<file path="src/include/ssim_defines.vh">
// Constants shared by the sleep sync and indirect messaging block.
`ifndef SSIM_DEFINES_VH
`define SSIM_DEFINES_VH
// Register offsets, word index on the plain register port.
`define SSIM_REG_CTRL   4'h0
`define SSIM_REG_SP     4'h1
`define SSIM_REG_ST     4'h2
`define SSIM_REG_DEST   4'h3
`define SSIM_REG_OWN    4'h4
`define SSIM_REG_STAT   4'h5
// Control bit positions.
`define SSIM_C_INDCOORD 0
`define SSIM_C_POLLER   1
`define SSIM_C_API      2
`define SSIM_C_HWFLOW   3
`define SSIM_C_LOWRATE  4
`define SSIM_C_PREFCRD  5
`define SSIM_C_NONCRD   6
`define SSIM_C_DEPLOY   7
`define SSIM_C_ASLEEP   8
`define SSIM_C_SYNCSLP  9
`define SSIM_C_ROUTER   10
`define SSIM_C_EARLY    11
// Reset values.
`define SSIM_CTRL_RST   12'h880
`define SSIM_SP_RST     16'h0064
`define SSIM_ST_RST     16'h0032
// Message kinds on the host and radio ports.
`define SSIM_K_UNI      3'h0
`define SSIM_K_BCAST    3'h1
`define SSIM_K_DIRBC    3'h2
`define SSIM_K_REPEAT   3'h3
`define SSIM_K_MESH     3'h4
`define SSIM_K_POLL     3'h5
`define SSIM_K_SYNC     3'h6
`define SSIM_K_SREQ     3'h7
// Transmit status code for a purged indirect packet.
`define SSIM_ST_PURGED  8'h75
// Timing: clock rate, millisecond tick length, periods in ms and missed-sync limits.
`define SSIM_CLK_MHZ    50
`define SSIM_TICK_US    1000
`define SSIM_POLL_HI_MS 16'h0064
`define SSIM_POLL_LO_MS 16'h012C
`define SSIM_DEPLOY_MS  16'h000A
`define SSIM_RELAY_MS   16'h0014
`define SSIM_MISS_REQ   4'h6
`define SSIM_MISS_TAKE  4'h3
`endif

</file>
<file path="src/core/ssim_squeue.v">
// Serial input queue holding host transmit requests in arrival order.
`timescale 1ns/1ps
`default_nettype none
module ssim_squeue #(
  parameter DW    = 8,
  parameter DEPTH = 8,
  parameter PW    = 3
) (
  input  wire          mclk,
  input  wire          rst,
  input  wire          push,
  input  wire [DW-1:0] wdata,
  input  wire          pop,
  output wire [DW-1:0] rdata,
  output reg           nempty_q,
  output reg           full_q
);
  reg [DW-1:0] mem_q [0:DEPTH-1];
  reg [PW-1:0] rd_q;
  reg [PW-1:0] wr_q;
  reg [PW:0]   cnt_q;
  wire         do_push;
  wire         do_pop;
  wire [PW:0]  cnt_d;

  // Refuse a push when full so a stalled head never loses a request.
  assign do_push = push && !full_q;
  assign do_pop  = pop && nempty_q;
  assign cnt_d   = cnt_q + {{PW{1'b0}}, do_push} - {{PW{1'b0}}, do_pop};
  assign rdata   = mem_q[rd_q];

  // Pointers wrap at DEPTH, which need not be a power of two.
  always @(posedge mclk or posedge rst)
  begin
    if (rst)
    begin
      rd_q     <= {PW{1'b0}};
      wr_q     <= {PW{1'b0}};
      cnt_q    <= {(PW+1){1'b0}};
      nempty_q <= 1'b0;
      full_q   <= 1'b0;
    end
    else
    begin
      if (do_push)
        wr_q <= (wr_q == DEPTH - 1) ? {PW{1'b0}} : wr_q + 1'b1;
      if (do_pop)
        rd_q <= (rd_q == DEPTH - 1) ? {PW{1'b0}} : rd_q + 1'b1;
      cnt_q    <= cnt_d;
      nempty_q <= (cnt_d != {(PW+1){1'b0}});
      full_q   <= (cnt_d == DEPTH);
    end
  end

  // Storage needs no reset; only written slots are ever read.
  always @(posedge mclk)
  begin
    if (do_push)
      mem_q[wr_q] <= wdata;
  end
endmodule // ssim_squeue
`default_nettype wire

</file>
<file path="src/core/ssim_core.v">
// Indirect message queue, poller and sleep synchronisation engine.
//
// Added by the designer: the placing of the registers and strobed register access.
`timescale 1ns/1ps
`default_nettype none
`include "ssim_defines.vh"
module ssim_core #(
  parameter NBUF   = 4,
  parameter QDEPTH = 8,
  parameter AW     = 16,
  parameter MS_CYC = `SSIM_TICK_US * `SSIM_CLK_MHZ
) (
  input  wire          mclk,
  input  wire          rst,
  input  wire [3:0]    reg_addr,
  input  wire [15:0]   reg_wdata,
  input  wire          reg_wr,
  input  wire          reg_rd,
  output reg  [15:0]   reg_rdata_q,
  input  wire          hreq_valid,
  input  wire [2:0]    hreq_kind,
  input  wire [AW-1:0] hreq_dest,
  input  wire [7:0]    hreq_tag,
  output reg           hreq_ready_q,
  output reg           cts_n_q,
  output reg           stat_valid_q,
  output reg  [7:0]    stat_code_q,
  output reg  [7:0]    stat_tag_q,
  input  wire          awake_in,
  input  wire          rx_valid,
  input  wire [2:0]    rx_kind,
  input  wire [AW-1:0] rx_src,
  input  wire [AW-1:0] rx_dest,
  input  wire [15:0]   rx_wake,
  input  wire [15:0]   rx_sleep,
  input  wire          rx_deploy,
  output reg           tx_valid_q,
  output reg  [2:0]    tx_kind_q,
  output reg  [AW-1:0] tx_dest_q,
  output reg  [7:0]    tx_tag_q,
  output reg  [15:0]   tx_wake_q,
  output reg  [15:0]   tx_sleep_q,
  output reg           tx_deploy_q,
  output reg           awake_q
);
  localparam QW = 3 + AW + 8;
  localparam S_NONE = 3'h0;
  localparam S_DLV  = 3'h1;
  localparam S_CORR = 3'h2;
  localparam S_SYNC = 3'h3;
  localparam S_RLY  = 3'h4;
  localparam S_SREQ = 3'h5;
  localparam S_POLL = 3'h6;
  localparam S_DIR  = 3'h7;

  // Configuration and settings written by software.
  reg  [11:0]    cfg_q;
  reg  [15:0]    sp_q;
  reg  [15:0]    st_q;
  reg  [AW-1:0]  dest_q;
  reg  [AW-1:0]  own_q;
  // Millisecond tick, buffers and queue.
  reg  [31:0]    pre_q;
  wire           tick;
  reg  [NBUF-1:0] b_vld_q;
  reg  [AW-1:0]  b_dest_q [0:NBUF-1];
  reg  [7:0]     b_tag_q  [0:NBUF-1];
  reg  [23:0]    b_age_q  [0:NBUF-1];
  wire [NBUF-1:0] b_old;
  wire [NBUF-1:0] b_match;
  wire [QW-1:0]  q_rdata;
  wire           q_nempty;
  wire           q_full;
  wire [2:0]     q_kind;
  wire           q_pop;
  // Poll and sync state.
  reg            dlv_pend_q;
  reg  [AW-1:0]  dlv_src_q;
  reg  [15:0]    poll_cnt_q;
  reg            awake_d1_q;
  reg            pend_poll_q;
  reg            pend_sync_q;
  reg            pend_rly_q;
  reg            pend_corr_q;
  reg            pend_sreq_q;
  reg  [AW-1:0]  corr_dst_q;
  reg            wake_ph_q;
  reg  [15:0]    ph_cnt_q;
  reg  [15:0]    wake_dur_q;
  reg  [15:0]    sleep_dur_q;
  reg            synced_q;
  reg            heard_q;
  reg  [3:0]     missed_q;
  reg            coord_q;
  reg            deploy_q;
  reg            relay_q;
  reg            resent_q;
  reg  [15:0]    dep_cnt_q;
  // Arbiter and search results.
  reg  [2:0]     sel;
  reg            any_free;
  reg  [1:0]     free_idx;
  reg            any_old;
  reg  [1:0]     old_idx;
  reg            any_match;
  reg  [1:0]     match_idx;
  wire           ind_coord;
  wire           accept_ind;
  wire           do_purge;
  wire           coord;
  wire           poll_awake;
  wire [15:0]    poll_lim;
  wire [18:0]    purge_lim;
  wire [2:0]     miss3;
  wire [14:0]    shrink;
  wire [15:0]    sleep_eff;
  wire           ph_done;
  wire           wake_start;
  wire           rx_sync;
  wire           own_relay;
  wire           adopt;
  wire           reject;

  assign tick       = (pre_q == MS_CYC - 1);
  assign ind_coord  = cfg_q[`SSIM_C_INDCOORD];
  assign coord      = cfg_q[`SSIM_C_PREFCRD] | coord_q;
  assign q_kind     = q_rdata[QW-1:QW-3];
  assign purge_lim  = {1'b0, sp_q, 2'b00} + {3'b000, sp_q};
  // Only a point-to-multipoint unicast may wait in a buffer.
  assign accept_ind = q_nempty && ind_coord && (q_kind == `SSIM_K_UNI)
                      && any_free;
  assign q_pop      = accept_ind || (sel == S_DIR);
  // Delivery wins a tie so a packet is never both sent and reported.
  assign do_purge   = any_old && !(sel == S_DLV && match_idx == old_idx);

  // Serial queue between the host and the buffers.
  ssim_squeue #(.DW(QW), .DEPTH(QDEPTH), .PW(3)) u_squeue (
    .mclk     (mclk),
    .rst      (rst),
    .push     (hreq_valid),
    .wdata    ({hreq_kind, hreq_dest, hreq_tag}),
    .pop      (q_pop),
    .rdata    (q_rdata),
    .nempty_q (q_nempty),
    .full_q   (q_full)
  );

  // One entry per buffer: hold, age, and free on delivery or purge.
  genvar gi;
  generate
    for (gi = 0; gi < NBUF; gi = gi + 1)
    begin : g_buf
      assign b_old[gi]   = b_vld_q[gi] &&
                           ({b_age_q[gi], 1'b0} > {6'h00, purge_lim});
      assign b_match[gi] = b_vld_q[gi] && (b_dest_q[gi] == dlv_src_q);
      always @(posedge mclk or posedge rst)
      begin
        if (rst)
        begin
          b_vld_q[gi]  <= 1'b0;
          b_dest_q[gi] <= {AW{1'b0}};
          b_tag_q[gi]  <= 8'h00;
          b_age_q[gi]  <= 24'h000000;
        end
        else if (accept_ind && free_idx == gi)
        begin
          b_vld_q[gi]  <= 1'b1;
          b_dest_q[gi] <= q_rdata[AW+7:8];
          b_tag_q[gi]  <= q_rdata[7:0];
          b_age_q[gi]  <= 24'h000000;
        end
        else if ((sel == S_DLV && match_idx == gi) ||
                 (do_purge && old_idx == gi))
        begin
          b_vld_q[gi] <= 1'b0;
          b_age_q[gi] <= 24'h000000;
        end
        else if (b_vld_q[gi] && tick && b_age_q[gi] != 24'hFFFFFF)
          b_age_q[gi] <= b_age_q[gi] + 24'h000001;
      end
    end
  endgenerate

  // Lowest-index search for a free, an expired and a matching entry.
  integer i;
  always @*
  begin
    any_free  = 1'b0;
    free_idx  = 2'd0;
    any_old   = 1'b0;
    old_idx   = 2'd0;
    any_match = 1'b0;
    match_idx = 2'd0;
    for (i = NBUF - 1; i >= 0; i = i - 1)
    begin
      if (!b_vld_q[i])
      begin
        any_free = 1'b1;
        free_idx = i[1:0];
      end
      if (b_old[i])
      begin
        any_old = 1'b1;
        old_idx = i[1:0];
      end
      if (b_match[i])
      begin
        any_match = 1'b1;
        match_idx = i[1:0];
      end
    end
  end

  // One radio transmission per cycle, most urgent first.
  always @*
  begin
    sel = S_NONE;
    if (dlv_pend_q && any_match)
      sel = S_DLV;
    else if (pend_corr_q)
      sel = S_CORR;
    else if (pend_sync_q)
      sel = S_SYNC;
    else if (pend_rly_q)
      sel = S_RLY;
    else if (pend_sreq_q)
      sel = S_SREQ;
    else if (pend_poll_q)
      sel = S_POLL;
    else if (q_nempty && !(ind_coord && q_kind == `SSIM_K_UNI))
      sel = S_DIR;
  end

  // Sleep cycle timing, with the sleep shortened per missed sync.
  assign miss3      = (missed_q > 4'h7) ? 3'h7 : missed_q[2:0];
  assign shrink     = sleep_dur_q[15:4] * miss3;
  assign sleep_eff  = (cfg_q[`SSIM_C_EARLY] && !coord)
                      ? sleep_dur_q - {1'b0, shrink}
                      : sleep_dur_q;
  assign ph_done    = wake_ph_q ? (ph_cnt_q + 16'h0001 >= wake_dur_q)
                                : (ph_cnt_q + 16'h0001 >= sleep_eff);
  assign rx_sync    = rx_valid && rx_kind == `SSIM_K_SYNC &&
                      cfg_q[`SSIM_C_SYNCSLP];
  assign own_relay  = rx_sync && coord && rx_dest == own_q;
  assign reject     = rx_sync && !coord && !deploy_q && rx_deploy
                      && synced_q;
  assign adopt      = rx_sync && !coord && !reject;
  assign wake_start = cfg_q[`SSIM_C_SYNCSLP] && tick && !wake_ph_q &&
                      ph_done && !adopt;

  // Polling timer: deadline depends on the configured data rate.
  assign poll_awake = cfg_q[`SSIM_C_ASLEEP] ? awake_in : 1'b1;
  assign poll_lim   = cfg_q[`SSIM_C_LOWRATE] ? `SSIM_POLL_LO_MS
                                             : `SSIM_POLL_HI_MS;

  // Register writes; sleep and wake settings feed the network only at wake start.
  always @(posedge mclk or posedge rst)
  begin
    if (rst)
    begin
      cfg_q  <= `SSIM_CTRL_RST;
      sp_q   <= `SSIM_SP_RST;
      st_q   <= `SSIM_ST_RST;
      dest_q <= {AW{1'b0}};
      own_q  <= {AW{1'b0}};
    end
    else if (reg_wr)
    begin
      case (reg_addr)
        `SSIM_REG_CTRL: cfg_q  <= reg_wdata[11:0];
        `SSIM_REG_SP:   sp_q   <= reg_wdata;
        `SSIM_REG_ST:   st_q   <= reg_wdata;
        `SSIM_REG_DEST: dest_q <= reg_wdata[AW-1:0];
        `SSIM_REG_OWN:  own_q  <= reg_wdata[AW-1:0];
        default:        cfg_q  <= cfg_q;
      endcase
    end
  end

  // Read data stands in the cycle after the strobe; unmapped read zero.
  always @(posedge mclk or posedge rst)
  begin
    if (rst)
      reg_rdata_q <= 16'h0000;
    else if (reg_rd)
    begin
      case (reg_addr)
        `SSIM_REG_CTRL: reg_rdata_q <= {4'h0, cfg_q};
        `SSIM_REG_SP:   reg_rdata_q <= sp_q;
        `SSIM_REG_ST:   reg_rdata_q <= st_q;
        `SSIM_REG_DEST: reg_rdata_q <= dest_q;
        `SSIM_REG_OWN:  reg_rdata_q <= own_q;
        `SSIM_REG_STAT: reg_rdata_q <= {b_vld_q, missed_q, 3'h0, q_full,
                                        wake_ph_q, deploy_q, coord, synced_q};
        default:        reg_rdata_q <= 16'h0000;
      endcase
    end
    else
      reg_rdata_q <= 16'h0000;
  end

  // Host side outputs, radio transmit and purge status registers.
  always @(posedge mclk or posedge rst)
  begin
    if (rst)
    begin
      pre_q        <= 32'h00000000;
      hreq_ready_q <= 1'b0;
      cts_n_q      <= 1'b0;
      stat_valid_q <= 1'b0;
      stat_code_q  <= 8'h00;
      stat_tag_q   <= 8'h00;
      tx_valid_q   <= 1'b0;
      tx_kind_q    <= 3'h0;
      tx_dest_q    <= {AW{1'b0}};
      tx_tag_q     <= 8'h00;
      tx_wake_q    <= 16'h0000;
      tx_sleep_q   <= 16'h0000;
      tx_deploy_q  <= 1'b0;
      awake_q      <= 1'b1;
    end
    else
    begin
      pre_q        <= tick ? 32'h00000000 : pre_q + 32'h00000001;
      hreq_ready_q <= !q_full;
      // Requests stay queued while buffers are full; flow stops at full.
      cts_n_q      <= cfg_q[`SSIM_C_HWFLOW] && q_full;
      stat_valid_q <= do_purge && cfg_q[`SSIM_C_API];
      stat_code_q  <= `SSIM_ST_PURGED;
      stat_tag_q   <= b_tag_q[old_idx];
      awake_q      <= wake_ph_q;
      tx_valid_q   <= (sel != S_NONE);
      tx_tag_q     <= 8'h00;
      tx_wake_q    <= wake_dur_q;
      tx_sleep_q   <= sleep_dur_q;
      tx_deploy_q  <= 1'b0;
      tx_dest_q    <= own_q;
      tx_kind_q    <= `SSIM_K_SYNC;
      case (sel)
        S_DLV:
        begin
          tx_kind_q <= `SSIM_K_UNI;
          tx_dest_q <= dlv_src_q;
          tx_tag_q  <= b_tag_q[match_idx];
        end
        S_CORR:   tx_dest_q   <= corr_dst_q;
        S_SYNC:   tx_deploy_q <= deploy_q;
        S_RLY:    tx_dest_q   <= corr_dst_q;
        S_SREQ:   tx_kind_q   <= `SSIM_K_SREQ;
        S_POLL:
        begin
          tx_kind_q <= `SSIM_K_POLL;
          tx_dest_q <= dest_q;
        end
        S_DIR:
        begin
          tx_kind_q <= q_kind;
          tx_dest_q <= q_rdata[AW+7:8];
          tx_tag_q  <= q_rdata[7:0];
        end
        default:  tx_kind_q <= `SSIM_K_SYNC;
      endcase
    end
  end

  // Poll triggers: latch the poller, time regular polls, wake-up poll.
  always @(posedge mclk or posedge rst)
  begin
    if (rst)
    begin
      dlv_pend_q  <= 1'b0;
      dlv_src_q   <= {AW{1'b0}};
      poll_cnt_q  <= 16'h0000;
      awake_d1_q  <= 1'b0;
      pend_poll_q <= 1'b0;
    end
    else
    begin
      // A search that finds nothing for the poller simply ends.
      dlv_pend_q <= 1'b0;
      if (ind_coord && rx_valid && rx_dest == own_q &&
          (rx_kind == `SSIM_K_POLL || rx_kind == `SSIM_K_UNI))
      begin
        dlv_pend_q <= 1'b1;
        dlv_src_q  <= rx_src;
      end
      awake_d1_q <= poll_awake;
      if (sel == S_POLL)
        pend_poll_q <= 1'b0;
      if (!cfg_q[`SSIM_C_POLLER] || !poll_awake)
        poll_cnt_q <= 16'h0000;
      else if (poll_awake && !awake_d1_q)
      begin
        pend_poll_q <= 1'b1;
        poll_cnt_q  <= 16'h0000;
      end
      else if (tick)
      begin
        if (poll_cnt_q + 16'h0001 >= poll_lim)
        begin
          pend_poll_q <= 1'b1;
          poll_cnt_q  <= 16'h0000;
        end
        else
          poll_cnt_q <= poll_cnt_q + 16'h0001;
      end
    end
  end

  // Sleep synchronisation: cycle phase, coordinator duties and sync.
  always @(posedge mclk or posedge rst)
  begin
    if (rst)
    begin
      pend_sync_q <= 1'b0;
      pend_rly_q  <= 1'b0;
      pend_corr_q <= 1'b0;
      pend_sreq_q <= 1'b0;
      corr_dst_q  <= {AW{1'b0}};
      wake_ph_q   <= 1'b1;
      ph_cnt_q    <= 16'h0000;
      wake_dur_q  <= `SSIM_ST_RST;
      sleep_dur_q <= `SSIM_SP_RST;
      synced_q    <= 1'b0;
      heard_q     <= 1'b0;
      missed_q    <= 4'h0;
      coord_q     <= 1'b0;
      deploy_q    <= 1'b1;
      relay_q     <= 1'b0;
      resent_q    <= 1'b0;
      dep_cnt_q   <= 16'h0000;
    end
    else
    begin
      // Clears first so that a new request in the same cycle wins.
      if (sel == S_SYNC) pend_sync_q <= 1'b0;
      if (sel == S_RLY)  pend_rly_q  <= 1'b0;
      if (sel == S_CORR) pend_corr_q <= 1'b0;
      if (sel == S_SREQ) pend_sreq_q <= 1'b0;
      if (!cfg_q[`SSIM_C_DEPLOY])
        deploy_q <= 1'b0;
      if (!cfg_q[`SSIM_C_SYNCSLP])
      begin
        wake_ph_q <= 1'b1;
        ph_cnt_q  <= 16'h0000;
      end
      else if (adopt)
      begin
        wake_dur_q  <= rx_wake;
        sleep_dur_q <= rx_sleep;
        wake_ph_q   <= 1'b1;
        ph_cnt_q    <= 16'h0000;
        synced_q    <= 1'b1;
        heard_q     <= 1'b1;
        missed_q    <= 4'h0;
        deploy_q    <= 1'b0;
        corr_dst_q  <= rx_dest;
        if (cfg_q[`SSIM_C_ROUTER])
          pend_rly_q <= 1'b1;
      end
      else if (tick)
      begin
        wake_ph_q <= ph_done ? !wake_ph_q : wake_ph_q;
        ph_cnt_q  <= ph_done ? 16'h0000 : ph_cnt_q + 16'h0001;
        if (wake_ph_q && ph_done && !coord)
        begin
          heard_q <= 1'b0;
          if (!heard_q && missed_q != 4'hF)
            missed_q <= missed_q + 4'h1;
        end
      end
      if (reject)
      begin
        pend_corr_q <= 1'b1;
        corr_dst_q  <= rx_dest;
      end
      if (rx_valid && rx_kind == `SSIM_K_SREQ && synced_q &&
          cfg_q[`SSIM_C_SYNCSLP])
        pend_sync_q <= 1'b1;
      if (own_relay)
      begin
        relay_q  <= 1'b1;
        deploy_q <= 1'b0;
      end
      if (wake_start && coord)
      begin
        wake_dur_q  <= st_q;
        sleep_dur_q <= sp_q;
        pend_sync_q <= 1'b1;
        relay_q     <= 1'b0;
        resent_q    <= 1'b0;
      end
      if (wake_start && !coord)
      begin
        if (!synced_q)
          pend_sreq_q <= 1'b1;
        if (cfg_q[`SSIM_C_NONCRD] && missed_q >= `SSIM_MISS_REQ)
          pend_sreq_q <= 1'b1;
        if (!cfg_q[`SSIM_C_NONCRD] && missed_q >= `SSIM_MISS_TAKE)
        begin
          coord_q     <= 1'b1;
          pend_sync_q <= 1'b1;
        end
      end
      // Deployment bursts until the first relay of our own sync.
      if (coord && deploy_q && tick && cfg_q[`SSIM_C_SYNCSLP])
      begin
        if (dep_cnt_q + 16'h0001 >= `SSIM_DEPLOY_MS)
        begin
          dep_cnt_q   <= 16'h0000;
          pend_sync_q <= 1'b1;
        end
        else
          dep_cnt_q <= dep_cnt_q + 16'h0001;
      end
      if (coord && !deploy_q && wake_ph_q && tick && !relay_q &&
          !resent_q && ph_cnt_q == `SSIM_RELAY_MS)
      begin
        pend_sync_q <= 1'b1;
        resent_q    <= 1'b1;
      end
    end
  end
endmodule // ssim_core
`default_nettype wire

</file>
<file path="config.mk">
export PLATFORM = sky130hd
export DESIGN_NAME = ssim_core
export DESIGN_NICKNAME = d
export VERILOG_FILES = /design/src/core/ssim_squeue.v /design/src/core/ssim_core.v
export VERILOG_INCLUDE_DIRS = /design/src /design/src/include
export SDC_FILE = /design/constraint.sdc
export NUM_CORES = 2
export LEC_CHECK = 0
export BUFFER_PORTS_ARGS = -buffer_cell sky130_fd_sc_hd__buf_2
export CAP_MARGIN = 5
export CORE_AREA = 2 2 279 281
export CTS_BUF_LIST = sky130_fd_sc_hd__clkbuf_16
export DETAILED_ROUTE_END_ITERATION = 16
export DIE_AREA = 0 0 281 283
export GPL_TIMING_DRIVEN = 0
export HOLD_SLACK_MARGIN = 0.08
export PLACE_DENSITY = 0.75
export SLEW_MARGIN = 10
export SYNTH_ARGS = -nofsm -noshare
export SYNTH_HDL_FRONTEND = slang
export SYNTH_SLANG_ARGS = --single-unit
</file>
<file path="constraint.sdc">
create_clock -name mclk -period 21.1 [get_ports mclk]
set_input_delay 1.055 -clock mclk [delete_from_list [all_inputs] [get_ports mclk]]
set_output_delay 1.055 -clock mclk [all_outputs]
set_load 0.03 [all_outputs]
</file>
# --- Word-level counts from Yosys, hierarchy flattened ---
# Memories as Yosys holds them, arrays and structs flattened.
# Cells that the tools add are included.
# Widths: inputs -> output; s select.
word_totals:
  regBits: 536
  ram_bits: 216
  in_bits: 122
  word_cells: 411
  memories: 1
memory_table:
  columns: ["memory", "depth", "width", "rd", "rd_ports_with_merged_regs", "wr", "line", "rtl"]
  rows:
  - ["u_squeue.mem_q", 8, 27, 1, 0, 1, "ssim_squeue.v:18", "reg [DW-1:0] mem_q [0:DEPTH-1];"]
op_classes:
  addsub: 15
  mul: 1
  n_lt_le_gt_ge: 13
  n_eq_ne: 42
  n_mux: 134
  n_bitwise: 3
  n_reduce_logical: 139
ops:
  columns: ["operator", "n"]
  rows:
  - ["$mux 16", 20]
  - ["$mux 24", 12]
  - ["$gt 25x19->1", 4]
  - ["$add 24x1->24 const B", 4]
  - ["$ne 24x24->1 const B", 4]
  - ["$pmux 16 s6", 1]
  - ["$eq 16x16->1", 5]
  - ["$logic_and 1x1->1", 77]
  - ["$mux 1", 64]
  - ["$pmux 16 s4", 1]
  - ["$add 16x1->16 const B", 3]
  - ["$add 32x1->32 const B", 1]
  - ["$bmux 8 s2", 2]
  - ["$eq 32x16->1 const B", 1]
  - ["$ge 16x16->1", 2]
  - ["$mux 32", 1]
  - ["$mux 8", 4]
  - ["$mux 3", 10]
  - ["$reduce_bool 2->1", 14]
  - ["$eq 3x3->1 const B", 9]
  - ["$mux 2", 12]
  - ["$reduce_and 2->1", 10]
  - ["$add 18x16->19", 1]
  - ["$reduce_bool 3->1", 6]
  - ["39 further kinds", 79]

# --- Longest topological paths before layout ---
# An unclocked memory read counts as a cell.
depth:
  ltp_word: 21
  ltp_mapped: 27
  mapped_depth_nobuf: 25

# --- Cells and area by module ---
# Synthesis repeated with hierarchy kept, for this count alone.
hier_totals:
  hier_cells: 3154
  area_unflattened_um2: 37617.3
modules_own_cells:
  columns: ["module", "instances", "cells_per_inst", "area_each_um2", "seq_area_each_um2"]
  rows:
  - ["ssim_core", 1, 2780, 28816.4, 13133.8]
  - ["ssim_squeue", 1, 374, 8800.9, 6786.5]

# --- Least setup slack after synthesis ---
# Ideal clock, no wire load.
synth_path:
  path_type: "flip-flop to flip-flop"
  start: "reg missed_q[3]"
  end: "reg sleep_dur_q[2]"
  setup_ps: 73
  t_arrival_ps: 5404
  required_time_ps: 21027
  setup_slack_ps: 15623
  stages_incl_launch_ff: 25
  path_buffers: 4
  period_less_slack_ps: 5477
  path_cell_list: "dfrtp_1 -> or2_2 -> clkbuf_1 -> and2_1 -> fa_1 -> fa_1 -> inv_1 -> ha_1 -> o21ai_0 -> a21boi_0 -> o21ai_0 -> a21oi_1 -> a211oi_1 -> o31ai_1 -> xor2_1 -> mux2i_1 -> ha_1 -> nand4_1 -> nor4_1 -> a21oi_1 -> or4_1 -> clkbuf_1 -> clkbuf_1 -> buf_2 -> a21oi_1"
synth_via:
  elab_chain_len: 12
  word_cells_on_any_way: 14
synth_lines:
  columns: ["item", "line", "rtl"]
  rows:
  - ["start, declared", "ssim_core.v:93", "reg [3:0] missed_q;"]
  - ["start signal, assigned", "ssim_core.v:469", "missed_q <= missed_q + 4'h1;"]
  - ["$gt 4x3->1 *", "ssim_core.v:235", "assign miss3 = (missed_q > 4'h7) ? 3'h7 : missed_q[2:0];"]
  - ["$mux 3 *", "ssim_core.v:235", null]
  - ["$mul 12x3->15 *", "ssim_core.v:236", "assign shrink = sleep_dur_q[15:4] * miss3;"]
  - ["$sub 16x15->16 *", "ssim_core.v:238", "? sleep_dur_q - {1'b0, shrink}"]
  - ["$mux 16 *", "ssim_core.v:237", "assign sleep_eff = (cfg_q[`SSIM_C_EARLY] && !coord)"]
  - ["$ge 16x16->1 *", "ssim_core.v:241", ": (ph_cnt_q + 16'h0001 >= sleep_eff);"]
  - ["$mux 1 *", "ssim_core.v:240", "assign ph_done = wake_ph_q ? (ph_cnt_q + 16'h0001 >= wake_dur_q)"]
  - ["$logic_and 1x1->1 * (2 in a row)", "ssim_core.v:248", "assign wake_start = cfg_q[`SSIM_C_SYNCSLP] && tick && !wake_ph_q &&"]
  - ["$logic_and 1x1->1 *", "ssim_core.v:485", "if (wake_start && coord)"]
  - ["$reduce_bool 2->1 (no source line)", null, null]
  - ["$reduce_and 2->1 (no source line)", null, null]
  - ["end signal, assigned", "ssim_core.v:423", "sleep_dur_q <= `SSIM_SP_RST;"]
  - ["end signal, assigned", "ssim_core.v:450", "sleep_dur_q <= rx_sleep;"]
  - ["end signal, assigned", "ssim_core.v:488", "sleep_dur_q <= sp_q;"]
  - ["end, declared", "ssim_core.v:90", "reg [15:0] sleep_dur_q;"]
# Every way passes the cells marked *; elsewhere a longest branch is shown, timed or not.
# A chain may end at the register's enable or synchronous reset.

# --- Worst setup path after layout ---
layout_path:
  start: "reg sp_q[3]"
  end: "reg b_age_q[48] in the netlist's numbering"
layout_via:
  elab_chain_len: 15
  word_cells_on_any_way: 27
layout_lines:
  columns: ["item", "line", "rtl"]
  rows:
  - ["start, declared", "ssim_core.v:58", "reg [15:0] sp_q;"]
  - ["start signal, assigned", "ssim_core.v:262", "sp_q <= `SSIM_SP_RST;"]
  - ["start signal, assigned", "ssim_core.v:271", "`SSIM_REG_SP: sp_q <= reg_wdata;"]
  - ["$add 18x16->19 *", "ssim_core.v:128", "assign purge_lim = {1'b0, sp_q, 2'b00} + {3'b000, sp_q};"]
  - ["$gt 25x19->1", "ssim_core.v:154", "({b_age_q[gi], 1'b0} > {6'h00, purge_lim});"]
  - ["$logic_and 1x1->1", "ssim_core.v:153", "assign b_old[gi] = b_vld_q[gi] &&"]
  - ["$mux 2 (4 in a row)", "ssim_core.v:201", "if (b_old[i])"]
  - ["$eq 2x2->1", "ssim_core.v:134", "assign do_purge = any_old && !(sel == S_DLV && match_idx == old_idx);"]
  - ["$logic_and 1x1->1", "ssim_core.v:134", null]
  - ["$logic_not 1->1", "ssim_core.v:134", null]
  - ["$logic_and 1x1->1", "ssim_core.v:134", null]
  - ["$logic_and 1x1->1 *", "ssim_core.v:173", "(do_purge && old_idx == gi))"]
  - ["$logic_or 1x1->1 *", "ssim_core.v:172", "else if ((sel == S_DLV && match_idx == gi) ||"]
  - ["$mux 24", "ssim_core.v:172", null]
  - ["$mux 24", "ssim_core.v:165", "else if (accept_ind && free_idx == gi)"]
  - ["end signal, assigned by index", "ssim_core.v:179", "b_age_q[gi] <= b_age_q[gi] + 24'h000001;"]
  - ["end, declared", "ssim_core.v:68", "reg [23:0] b_age_q [0:NBUF-1];"]
# Marked as above.

==> out/metrics.cfg <==
[synth]
synthTopCellsByArea=dfrtp_1, edfxtp_1, mux2_2, ha_1, mux4_2
synth_edf_count=216
synthArstFlopShare_pct=71.3
synth_flop_cell=dfrtp_1
synth_top_area_share_pct=34.1
synthCells=3295
syn-cell-area_sq_um=38100
synth_cell_types=91
avgSynthCellArea_sq_um=11.6
yosysSeqAreaShare_pct=52.3
synth_seq_cells=752
yosys_warnings=0
yosys.area.top_type=dfrtp_1

[sta]
rsz0062_at_grt=false
holdWs_ns=0.374
worstMarginPinSlew_ns=1.41
drv_slew=0
period_share_pct=33.5
clock-skew-final_ns=0.0278
period_needed_ns=7.07
setup_viol=0
slew_headroom_pct=5.31
hold_viol=0
max_freq_ghz=0.141

[critical_path]
end_kind=flop
cp_cell_sequence=ha_1 -> a21o_1 -> a21oi_1 -> o21ai_0 -> o41ai_1 -> o21ai_0 -> o41ai_1 -> o21ai_0 -> xnor2_1 -> ha_1 -> nand4_1 -> nor4_1 -> nand3_1 -> o211a_1 -> nor2_1 -> a31o_2 -> nand2b_1 -> clkbuf_1 -> buf_2 -> nor2_1
critPathSlowestCell=xnor2_1
slowest_delay_ns=0.83
path_class=flop to flop
worst_setup_path_start_kind=flop
cp_max_fo=10
cp.buffers_inverters=2
cp_data_required_time_ns=21.62
cpMostUsedCell=o21ai_0
crit_family=compound AO/OA/AOI/OAI gates
crit_arrival_ns=7.60

[die]
num_rows=102
io_pins=219
coreArea_sq_um=76700
start_util_pct=49.7
fp.dieH_um=283
die_w_um=281
die-area_sq_um=79500

[pwr]
internal_power_mw=3.55
power.density_nw_per_um2=134
p_leak_nw=19.4
total_power_mw=5.83
clkPwrFrac_pct=24.1
peakVddDrop_mv=0.136
combPwrFrac_pct=42.5
power_frac_seq_pct=33.4
swShare_pct=39.1
p_sw_mw=2.28

[cells_and_area]
final_cell_mix=dfrtp_1, nand2_1, nor2_1
layout-drive-gt1-share_pct=19.9
fillers=6303
area_growth_pct=14.2
regArea_sq_um=19900
final_common_cell=dfrtp_1
multi_input_area_sq_um=17100
nets=3933

[clock_network]
htree_num_levels=3
cts_made_buffers=82
clk_path_buf_depth=3
cts_setup_buffers=0
path_clk_slew_ns=0.06
cts_hold_buffers=0
root_buffer=clkbuf_16
worstSkewPairLatency_ns=0.65
tritoncts_num_sinks=752
ctsResizeCount=0
cts_tree=yes

[routing]
final_antenna_net_count=0
first_iter_violations=2764
routedWlPerCell_um=22.0
dr.pass1.iters=8
routed_wl_um=104000
num_vias=27921
drc=0
avgViaCountPerCell=5.89

[job]
drv_cap=0

[min_path]
hold_class=flop to flop

[global_routing]
grt_pass1_wl_um=160000
grt_usage_pct=26.2
antenna_found_initial=19
grt-ovfl-total=0
grt_pass1_vias=27243
grt_max_degree=98

[place]
post-dp-hpwl_um=76100
gp_congestion=0.976
io_buffers=214

[run_status]
outcome=completed

## power groups by stage
| stage | Clock [mW] | Sequential, mW | Combinational (mW) |
|---|---|---|---|
| after global routing | 1.48 | 1.97 | 2.72 |
| after floorplan | 0 | 2.01 | 1.66 |
| final | 1.41 | 1.95 | 2.47 |
| after global placement | 0 | 1.97 | 2.35 |
| after detailed placement | 0 | 1.96 | 2.43 |
| after CTS | 1.42 | 1.94 | 2.45 |
## synthesized netlist by cell type (9+ instances only)
master    number
a21o_1        25
or4_1         11
a211oi_1      10
and3_1        41
and4_1        11
edfxtp_1     216
xnor2_1      117
fa_1          24
a221oi_1      16
clkbuf_1      85
dfrtp_1      519
mux2_2       199
buf_2         27
xor2_1       126
nor2b_1       36
mux4_2        54
nor4_1        54
buf_1         11
ha_1         160
nand2_1      300
a22o_1        16
o21ai_0       74
nand3_1       90
o21a_1         9
nand4_1       64
and2_1        36
buf_4         11
or3_1         16
a21oi_1      160
inv_1        128
o211ai_1      12
a31oi_1       16
nor4_2        11
nor3_1        52
nand2b_1      18
mux2i_1       47
or2_2         21
dfstp_2       17
a22oi_1       43
nor2_1       273
o31ai_1       14
## per-layer routing
| metal | part of all wire [%] | GRT usage, % | wire length (um) |
|---|---|---|---|
| met4 | 4.3 | 11.2 | 4500 |
| met2 | 47 | 42.3 | 49500 |
| met1 | 41 | 34.5 | 42300 |
| met3 | 7.7 | 5.22 | 8000 |
| met5 | 0.11 | 0 | 115 |
## path summary, 6_finish.rpt
kind	from	depth (start not counted)	end	slack [ns]
worst max-delay path	sp_q[3]$_DFFE_PP0P_	20	b_age_q[48]$_DFFE_PP0P_	14.03
worst min-delay path	wake_dur_q[9]$_DFFE_PP0P_	0	tx_wake_q[9]$_DFF_PP0_	0.37
worst max register to register	sp_q[3]$_DFFE_PP0P_	20	b_age_q[48]$_DFFE_PP0P_	14.03
worst min register to register	wake_dur_q[9]$_DFFE_PP0P_	0	tx_wake_q[9]$_DFF_PP0_	0.37
max in group asynchronous	rst	5	hreq_ready_q$_DFF_PP0_	18.81
min in group asynchronous	rst	2	b_age_q[92]$_DFFE_PP0P_	0.57
## cell type report
cell class / count / share of cell area [%]
Tap cell: 1040 / 2.99
Buffer: 137 / 1.41
Antenna cell: 11 / 0.0633
Clock buffer: 82 / 4.72
Inverter: 129 / 1.13
Sequential cell: 752 / 45.8
Clock inverter: 67 / 1.25
Multi-Input combinational cell: 2279 / 39.4
Timing Repair Buffer: 246 / 3.28
## sequential cells by signal, summed over array words and instances, names as in the netlist, 32 cells and up
signal,flops
b_tag_q,32
b_age_q,96
u_squeue.mem_q,216
b_dest_q,64
pre_q,32
## stage by stage
stage	instance area (sq um)	setup WS, ns	util, %	cells	TNS (ns)
finish	43500	14.03	56.7	4743	0
global route	43500	13.72	56.7	4736	0
CTS	43500	14.17	56.7	4732	0
detailed placement	40900	14.24	53.3	4583	0
global placement	40500	-0.739	52.8	4551	-342.20
floorplan	38100	5.09	-	3297	0
## worst reg2reg max path: stages (launching register included)
cell,delay (ns)
dfrtp_1,0.63
ha_1,0.32
a21o_1,0.16
a21oi_1,0.22
o21ai_0,0.16
o41ai_1,0.56
o21ai_0,0.22
o41ai_1,0.43
o21ai_0,0.21
xnor2_1,0.83
ha_1,0.25
nand4_1,0.14
nor4_1,0.53
nand3_1,0.24
o211a_1,0.22
nor2_1,0.67
a31o_2,0.22
nand2b_1,0.27
clkbuf_1,0.30
buf_2,0.29
nor2_1,0.09
## cell families after synthesis
family | Yosys count | share of synthesized area [%]
simple gates | 1069 | 13.9
other cells | 2 | 0.0197
xor+xnor | 243 | 5.59
flops | 752 | 52.3
mux | 300 | 10.3
fa+ha+maj | 186 | 6.57
compound gates | 477 | 8.42
buf+inv | 266 | 2.88
Power figures use the tool's default switching activity.
